## src/core/uhftx_pkg.sv

```systemverilog
// uhftx_pkg: constants and carrier types for the uhf transmitter control block
// assumes a single 200 MHz clock standing in for the crystal reference
//
// Contract
// - clock output runs at one eighth of the crystal reference rate.
// - clock output held low in power-down and after enabling until start-up done.
// - clock output released when the amplitude threshold event arrives.
// - release aligned to divided clock so the first period is complete.
// - high amplitude line turns amplifier on; with enable high/open powers synthesizer.
// - high shift line opens switch; low closes; with enable high/open powers up.
// - enable low with amplitude or shift high keeps device idle, all off.
// - synthesizer lock within 250 us after clock output activation.
// - nominal oscillator start-up delay of 0.6 ms from enabling.
// - controlled oscillator locks to 24 or 32 times the crystal frequency.
// - all lines low, enable low or open: power-down, clock output inactive.
// - enable open: power-up is the OR of amplitude and shift lines.
package uhftx_pkg;

  // ----------------------------------------------------------------
  // timing
  // ----------------------------------------------------------------
  localparam int unsigned CLK_PERIOD_PS   = 5000;
  localparam int unsigned OSC_STARTUP_NS  = 600000;
  localparam int unsigned PLL_LOCK_NS     = 250000;
  localparam int unsigned OSC_STARTUP_CYC = OSC_STARTUP_NS * 1000 / CLK_PERIOD_PS;
  // lock flag trails its timer by one cycle: two off keeps the total under the limit
  localparam int unsigned PLL_LOCK_CYC    = PLL_LOCK_NS * 1000 / CLK_PERIOD_PS - 2;
  localparam int unsigned CLK_DIV         = 8;
  localparam int unsigned DIV_W           = 3;
  localparam int unsigned LOW_BAND_MULT   = 24;
  localparam int unsigned HIGH_BAND_MULT  = 32;
  localparam int unsigned TMR_W           = 20;
  localparam logic [TMR_W-1:0] TMR_RST    = 20'h0_0000;
  localparam logic [DIV_W-1:0] DIV_RST    = 3'h0;

  // ----------------------------------------------------------------
  // types
  // ----------------------------------------------------------------
  typedef enum logic [1:0] {
    UHFTX_PDOWN   = 2'b00,
    UHFTX_STARTUP = 2'b01,
    UHFTX_LOCKING = 2'b11,
    UHFTX_READY   = 2'b10
  } uhftx_state_t;

  typedef struct packed {
    logic amplitude_drive;
    logic shift_drive;
    logic enable_drive;
    logic enable_drive_oe;
  } uhftx_ctrl_t;

  typedef struct packed {
    logic amplifier_on;
    logic shift_switch_open;
    logic synth_powered;
    logic idle;
    logic clock_out;
    logic clock_active;
    logic locked;
  } uhftx_stat_t;

endpackage : uhftx_pkg

```

## src/core/uhftx_timer.sv

```systemverilog
// uhftx_timer: restartable cycle-count timer with a done level
// assumes run falls whenever the counted interval must restart
module uhftx_timer #(
  parameter int unsigned                 WIDTH = uhftx_pkg::TMR_W,
  parameter logic [uhftx_pkg::TMR_W-1:0] COUNT = (uhftx_pkg::TMR_W)'(1)
) (
  input  wire logic clk_i,
  input  wire logic rstn_i,
  input  wire logic run_i,
  output logic      done_o
);

  if (WIDTH != uhftx_pkg::TMR_W || COUNT == '0)
  begin : g_bad_param
    $error("uhftx_timer: unsupported width or zero count");
  end

  typedef struct packed {
    logic [uhftx_pkg::TMR_W-1:0] cnt;
    logic                        done;
  } uhftx_tmr_st_t;

  uhftx_tmr_st_t st_q;
  uhftx_tmr_st_t st_d;

  always_comb
  begin
    st_d = st_q;
    if (!run_i)
    begin
      st_d.cnt  = uhftx_pkg::TMR_RST;
      st_d.done = 1'b0;
    end
    else if (!st_q.done)
    begin
      st_d.cnt  = st_q.cnt + 1'b1;
      st_d.done = (st_d.cnt >= COUNT);
    end
  end

  always_ff @(posedge clk_i or negedge rstn_i)
  begin
    if (!rstn_i)
      st_q <= '0;
    else
      st_q <= st_d;
  end

  assign done_o = st_q.done;

endmodule : uhftx_timer

```

## src/core/uhftx_ctrl.sv

```systemverilog
// uhftx_ctrl: mode decode, amplifier gating, divided clock release and lock model
// assumes control lines synchronous to clk_i, which stands for the crystal
module uhftx_ctrl #(
  parameter logic [uhftx_pkg::TMR_W-1:0] STARTUP_CYC =
    (uhftx_pkg::TMR_W)'(uhftx_pkg::OSC_STARTUP_CYC),
  parameter logic [uhftx_pkg::TMR_W-1:0] LOCK_CYC    =
    (uhftx_pkg::TMR_W)'(uhftx_pkg::PLL_LOCK_CYC),
  parameter bit                          HIGH_BAND   = 1'b0,
  parameter bit                          USE_EXT_AMP = 1'b1
) (
  input  wire logic                 clk_i,
  input  wire logic                 rstn_i,
  input  wire uhftx_pkg::uhftx_ctrl_t ctrl_i,
  input  wire logic                 amp_threshold_i,
  output logic                      clock_o,
  output logic                      amplifier_on_o,
  output logic                      shift_switch_open_o,
  output logic                      synth_powered_o,
  output logic                      idle_o,
  output logic                      locked_o,
  output logic [5:0]                osc_mult_o
);

  // ----------------------------------------------------------------
  // state
  // ----------------------------------------------------------------
  typedef struct packed {
    uhftx_pkg::uhftx_state_t   fsm;
    logic [uhftx_pkg::DIV_W-1:0] div;
    logic                      clk_out;
    logic                      amp;
    logic                      sw_open;
    logic                      synth;
    logic                      idle;
    logic                      locked;
    logic [5:0]                mult;
  } uhftx_ctrl_st_t;

  uhftx_ctrl_st_t st_q;
  uhftx_ctrl_st_t st_d;

  logic enable_high;
  logic any_line;
  logic power_up;
  logic start_done;
  logic lock_done;
  logic div_wrap;

  // open enable floats high: only an actively driven low disables
  assign enable_high = !ctrl_i.enable_drive_oe || ctrl_i.enable_drive;
  assign any_line    = ctrl_i.amplitude_drive || ctrl_i.shift_drive;
  assign power_up    = any_line && enable_high;
  assign div_wrap    = (st_q.div == (uhftx_pkg::DIV_W)'(uhftx_pkg::CLK_DIV - 1));

  // ----------------------------------------------------------------
  // analog event timers
  // ----------------------------------------------------------------
  uhftx_timer #(
    .WIDTH (uhftx_pkg::TMR_W),
    .COUNT (STARTUP_CYC)
  ) u_start (
    .clk_i  (clk_i),
    .rstn_i (rstn_i),
    .run_i  (power_up),
    .done_o (start_done)
  );

  uhftx_timer #(
    .WIDTH (uhftx_pkg::TMR_W),
    .COUNT (LOCK_CYC)
  ) u_lock (
    .clk_i  (clk_i),
    .rstn_i (rstn_i),
    .run_i  (power_up && ((st_q.fsm == uhftx_pkg::UHFTX_LOCKING)
                          || (st_q.fsm == uhftx_pkg::UHFTX_READY))),
    .done_o (lock_done)
  );

  // ----------------------------------------------------------------
  // next state
  // ----------------------------------------------------------------
  always_comb
  begin
    st_d         = st_q;
    st_d.amp     = power_up && ctrl_i.amplitude_drive;
    st_d.sw_open = ctrl_i.shift_drive;
    st_d.synth   = power_up;
    st_d.idle    = any_line && !enable_high;
    st_d.mult    = HIGH_BAND ? 6'(uhftx_pkg::HIGH_BAND_MULT)
                             : 6'(uhftx_pkg::LOW_BAND_MULT);
    st_d.div     = power_up ? st_q.div + 1'b1 : uhftx_pkg::DIV_RST;
    case (st_q.fsm)
      uhftx_pkg::UHFTX_PDOWN:
      begin
        st_d.clk_out = 1'b0;
        st_d.locked  = 1'b0;
        if (power_up)
          st_d.fsm = uhftx_pkg::UHFTX_STARTUP;
      end
      uhftx_pkg::UHFTX_STARTUP:
      begin
        st_d.clk_out = 1'b0;
        // release only at a divider wrap so a full period follows
        if (!power_up)
          st_d.fsm = uhftx_pkg::UHFTX_PDOWN;
        else if ((USE_EXT_AMP ? amp_threshold_i : start_done) && div_wrap)
        begin
          // high phase starts on the wrap itself, else the first period is short
          st_d.fsm     = uhftx_pkg::UHFTX_LOCKING;
          st_d.clk_out = 1'b1;
        end
      end
      uhftx_pkg::UHFTX_LOCKING,
      uhftx_pkg::UHFTX_READY:
      begin
        st_d.clk_out = (st_d.div < (uhftx_pkg::DIV_W)'(uhftx_pkg::CLK_DIV / 2));
        st_d.locked  = lock_done;
        if (!power_up)
        begin
          st_d.fsm     = uhftx_pkg::UHFTX_PDOWN;
          st_d.clk_out = 1'b0;
          st_d.locked  = 1'b0;
        end
        else if (lock_done)
          st_d.fsm = uhftx_pkg::UHFTX_READY;
      end
      default:
      begin
        st_d.fsm     = uhftx_pkg::UHFTX_PDOWN;
        st_d.clk_out = 1'b0;
      end
    endcase
  end

  always_ff @(posedge clk_i or negedge rstn_i)
  begin
    if (!rstn_i)
      st_q <= '{fsm: uhftx_pkg::UHFTX_PDOWN, div: uhftx_pkg::DIV_RST, default: '0};
    else
      st_q <= st_d;
  end

  // ----------------------------------------------------------------
  // outputs, all registered
  // ----------------------------------------------------------------
  assign clock_o             = st_q.clk_out;
  assign amplifier_on_o      = st_q.amp;
  assign shift_switch_open_o = st_q.sw_open;
  assign synth_powered_o     = st_q.synth;
  assign idle_o              = st_q.idle;
  assign locked_o            = st_q.locked;
  assign osc_mult_o          = st_q.mult;

endmodule : uhftx_ctrl

```

## config.mk

```make
export PLATFORM = sky130hd
export DESIGN_NAME = uhftx_ctrl
export DESIGN_NICKNAME = d
export VERILOG_FILES = /design/src/core/uhftx_pkg.sv /design/src/core/uhftx_timer.sv /design/src/core/uhftx_ctrl.sv
export SDC_FILE = /design/constraint.sdc
export NUM_CORES = 1
export LEC_CHECK = 0
export ABC_AREA = 1
export ABC_CLOCK_PERIOD_IN_PS = 1500
export BUFFER_PORTS_ARGS = -buffer_cell sky130_fd_sc_hd__buf_2
export CAP_MARGIN = 20
export CORE_AREA = 2 2 64 111
export DETAILED_ROUTE_END_ITERATION = 7
export DIE_AREA = 0 0 66 113
export GPL_TIMING_DRIVEN = 0
export MAX_ROUTING_LAYER = met4
export PLACE_DENSITY = 0.48
export SLEW_MARGIN = 5
export SYNTH_ARGS = -nofsm -noshare
export SYNTH_HDL_FRONTEND = slang
export SYNTH_SLANG_ARGS = --single-unit
```

## constraint.sdc

```tcl
create_clock -name clk_i -period 1.5 [get_ports clk_i]
set_input_delay 0.225 -clock clk_i [delete_from_list [all_inputs] [get_ports clk_i]]
set_output_delay 0.225 -clock clk_i [all_outputs]
set_load 0.005 [all_outputs]
```

Yosys cells after proc, flatten, opt, wreduce, memory -nomap -nowiden
Index checks and enable logic that the tools add are counted.
Storage, ports and cells
  register bits after elaboration: 33
  latch bits: 0
  memory bits (writable): 0
  memory bits (read-only): 0
  bits of input ports: 7
  output and inout port bits: 12
  word-level logic and storage cells: 52
  memories: 0
Operators by class
  $add $sub $neg: 2
  $mul: 0
  div/mod/pow operators: 0
  $lt $le $gt $ge: 2
  equal/unequal tests: 8
  shift operators: 0
  multiplexer cells: 15
  bitwise logic cells: 0
  reductions and logical operators: 14
Operators with widths (count)
  2-to-1 mux 21 bit: 2
  adder 20 x 1 -> 20 bit (second input constant): 1
  >= comparator 20 x 16 -> 1 bit (second input constant): 1
  2-to-1 mux 2 bit: 5
  one-hot mux 2 bit (3 select lines): 1
  logical AND 1 bit: 5
  == test 2 bit (second input constant): 2
  2-to-1 mux 1 bit: 4
  inequality test 2 bit (second input constant): 2
  adder 3 x 1 -> 3 bit (second input constant): 1
  == test 3 bit (second input constant): 1
  logical OR 1 bit: 3
  less-than comparator 3 bit (second input constant): 1
  2-to-1 mux 3 bit: 1
  inequality test 3 x 2 -> 1 bit (second input constant): 1
  inequality test 3 bit (second input constant): 1
  one-hot mux 1 bit (3 select lines): 1
  AND reduction 3 bit: 1
  == test 2 x 1 -> 1 bit (second input constant): 1
  zero test 1 bit: 2
  zero test 2 bit: 1
  one-hot mux 1 bit (2 select lines): 1
  nonzero test 2 bit: 1
  OR reduction 2 bit: 1

Depth between registers and ports, before layout
  depth after elaboration: 7
  mapped depth: 13
  mapped depth without buffers: 13

Modules after synthesis
A second synthesis with hierarchy kept.
Second synthesis, totals
  cells, all modules: 241
  area total of the unflattened synthesis: 1859.3 µm²
Modules (own cells, without submodules)
  uhftx_timer: instances 1, cells an instance 189, area an instance 1328.8 µm², sequential area each 525.5 µm²
  uhftx_ctrl: instances 1, cells an instance 52, area an instance 530.5 µm², sequential area each 300.3 µm²

Worst setup path before layout
OpenSTA, ideal clock, no wires.
  path type: register to register
  from: register u_lock.st_q[1] in the netlist's numbering
  to: register u_lock.st_q (netlist bit u_lock.done_o)
  setup time: 0.121 ns
  data arrival time: 1.457 ns
  data required time: 1.379 ns
  path slack: -0.078 ns
  stages on the path, launching flop included: 9
  path buffers: 0
  period minus slack after synthesis: 1.578 ns
  cell sequence: dfrtp_1 > ha_1 > nand2_2 > nor2_4 > nand3_2 > o21ai_1 > nand3b_1 > nor3_2 > a21oi_2
RTL lines
  start: declaration: RTL line uhftx_timer.sv:23  | uhftx_tmr_st_t st_q;
  start signal: assignment: RTL line uhftx_timer.sv:46  | st_q <= st_d;

==> results.md <==
- Status: complete, but fails checks
- Failing checks: setup timing
- Worst reg2reg path depth: 12
- Residual DRC count: 0
- Top Layer Used: met4
- Layout area overhead: 23.8%
- Placed wire-length estimate: 3260 microns
- I/O Buffers: 14
- CP max FO: 4
- CTS Root Cell: clkbuf_16
- Final ANT Viol Nets: 0
- Die area: 7460 sq um
- VDD IR max: 682 uV
- CTS max path bufs: 2
- WL met3: 93 microns
- Final wirelength: 4600 microns
- Vias after detailed routing: 1601
- Layout Skew: 0.00378 ns
- Clock Latency Late Sink: 0.28 ns
- CP Class: reg -> reg
- Maxcap violations: 0
- CTS H-Tree Depth: 2
- CTS tree: yes
- Cell area after synthesis: 1900 sq um
- Fraction of layout cells with a size suffix above 1: 0.295
- Clock transition at path regs: 0.05 ns
- Worst-path cell with the longest stage delay: dfrtp_2
- Synth top area share: 0.434
- Setup violators final: 1
- Worst EP arrival: 1.82 ns
- Synth Warn #: 0
- Critical Path RT: 1.67 ns
- Initial Util: 0.291
- Min-delay worst type: in -> async
- Cts bufs inserted: 5
- # diodes: 0
- Max_slew headroom: 0.487
- Max Clk Rate: 603 MHz
- Mapped Cells: 238
- Tmin final: 1.66 ns
- Mean area per synthesized cell: 7.99 sq um
- GPL Wtd Cong: 0.801
- RSZ-0062 raised after global routing: yes
- Pin count of the biggest net entering global routing: 34
- Die W: 66 microns
- Final period utilization: 1.11
- Sink count of the clock tree: 33
- Critical Path, Cell by Cell: ha_4, nand2_4, nor2_4, buf_4, nand4_1, nand2_2, nor2_2, nand2_1, nor2_2, nand2_1, nand2_1, a21oi_2
- Die height: 113 microns
- CP startpoint kind: flop
- GRT Residual Overflow: 0
- Synth cell types: 33
- Number of global-route vias before repair: 1615
- Synthesis-stage register bit count: 33
- DR pass1 iterations: 4
- Worst hold margin: 0.0224 ns
- LEAKAGE: 1.06 nW
- Top cells by count, synth: nand2_1, dfrtp_1, inv_1
- CORE AREA: 6540 sq um
- Final #Nets: 278
- Worst setup EP type: flop
- PnR Total Power: 2.42 mW
- Most used cell, CP: nand2_1
- Worst setup margin: -0.159 ns
- Async SR Flop Fraction: 1.00
- Most frequent cell after synthesis: nand2_1
- Number of flops mapped to enable cells by yosys: 0
- DRT iter0 DRCs: 44
- Seq/Total Area, Yosys: 0.434
- # IOs: 19
- Largest cells by area after synthesis: dfrtp_1, nand2_1, nand3_1, inv_1, nor2_1
- Slew Limit Fails: 0
- Slowest cell delay on critical path: 0.43 ns
- Final hold vios: 0
- Vias per cell: 4.57
- Gr usage total: 0.142
- First-pass GRT wire length: 7660 microns
- Power Density: 1030 nW/um^2
- Num rows: 39
- Wire length on met2: 2530 microns
- Tightest Pin Transition: 0.769 ns
- Post-DP Area: 2090 sq um
- Wire length per cell: 13.1 microns
- Initial antenna violation count: 0
- Largest area contributor in the netlist: dfrtp_1
- Top_reg_cell synth: dfrtp_1
- DRT met1 WL: 1820 microns
- Finished Cell Area: 2350 sq um
[worst max-delay path: cells and delay by family, from the launching register on]
| kind | cells | cell delay [ns] |
|---|---|---|
| AOI/OAI and AO/OA | 1 | 0.05 |
| DFF | 1 | 0.43 |
| adders and majority gates | 1 | 0.18 |
| and+or+nand+nor | 9 | 0.75 |
| buffers and inverters | 1 | 0.13 |
[registers in the layout, summed over array words and instances (netlist names)]
| register | cells |
|---|---|
| u_lock.st_q | 20 |
| synth_powered_o | 1 |
| idle_o | 1 |
| clock_o | 1 |
| shift_switch_open_o | 1 |
| st_q | 5 |
| u_lock.done_o | 1 |
| osc_mult_o | 1 |
| locked_o | 1 |
| amplifier_on_o | 1 |
[cell usage in the layout (no fill, tap or decap), drive strengths merged]
cell type,count
nand3,21
nand4,4
a21boi,1
o22ai,5
o21a,1
buf,29
a211oi,1
clkbuf,6
o21ai,20
inv,30
nand3b,1
conb,5
nor3,2
ha,4
xnor2,2
clkinv,2
nand2,61
dfrtp,33
xor2,5
a21oi,3
nor2,32
[final timing paths]
check / start / end / slack [ns]
max: u_lock.st_q[1] / u_lock.done_o / -0.16
min: rstn_i / u_lock.st_q[14] / 0.02
max reg2reg: u_lock.st_q[1] / u_lock.done_o / -0.16
min reg2reg: st_q[12] / st_q[12] / 0.45
max in group asynchronous: rstn_i / u_lock.st_q[1] / 0.94
min in group clk_i: ctrl_i[2] / shift_switch_open_o / 0.08
[timing repair]
action                                  CTS  global route
hold buffers                              0             0
pin swaps                                 5            10
endpoints found under the hold margin     0             0
endpoints found under the setup margin   12             6
buffers inserted                          4             2
resized for setup                         5            20
[per-stage QoR]
stage	utilization	cells	setup TNS [ns]	worst slack, ns
2_1_floorplan	-	241	-0.0742	-0.0742
3_3_place_gp	0.319	337	-1.25	-0.440
3_5_place_dp	0.319	337	-1.50	-0.477
4_1_cts	0.348	348	-0.208	-0.208
5_1_grt	0.360	350	-0.301	-0.265
6_report	0.360	350	-0.159	-0.159
[kinds of logic after synthesis]
logic type / count (synthesis) / share of synthesized area
compound gates: 31 / 0.0968
xor+xnor: 7 / 0.0323
fa+ha+maj: 4 / 0.0263
buf+inv: 40 / 0.0941
flops: 33 / 0.434
other cells: 2 / 0.00395
simple gates: 121 / 0.312
[final cells by class]
type	count	area, sq um
inverter	30	113
fill	721	4190
timing repair buffer	20	119
sequential	33	830
multi-input combinational	168	985
clock inverter	2	10.0
tap	82	103
clock buffer	6	129
buffer	9	65.1
[report_power, final]
group / total (mW) / internal (mW) / switching (mW)
logic: 0.439 / 0.157 / 0.283
registers: 0.992 / 0.959 / 0.0332
clock network: 0.991 / 0.609 / 0.382
[per-layer routing]
| metal | track usage | up-vias |
|---|---|---|
| met2 | 0.245 | 17 |
| met5 | - | - |
| met4 | 0.0776 | 0 |
| met3 | 0.0239 | 10 |
| met1 | 0.149 | 762 |
| li1 | - | 812 |
Power figures use the tool's default switching activity.
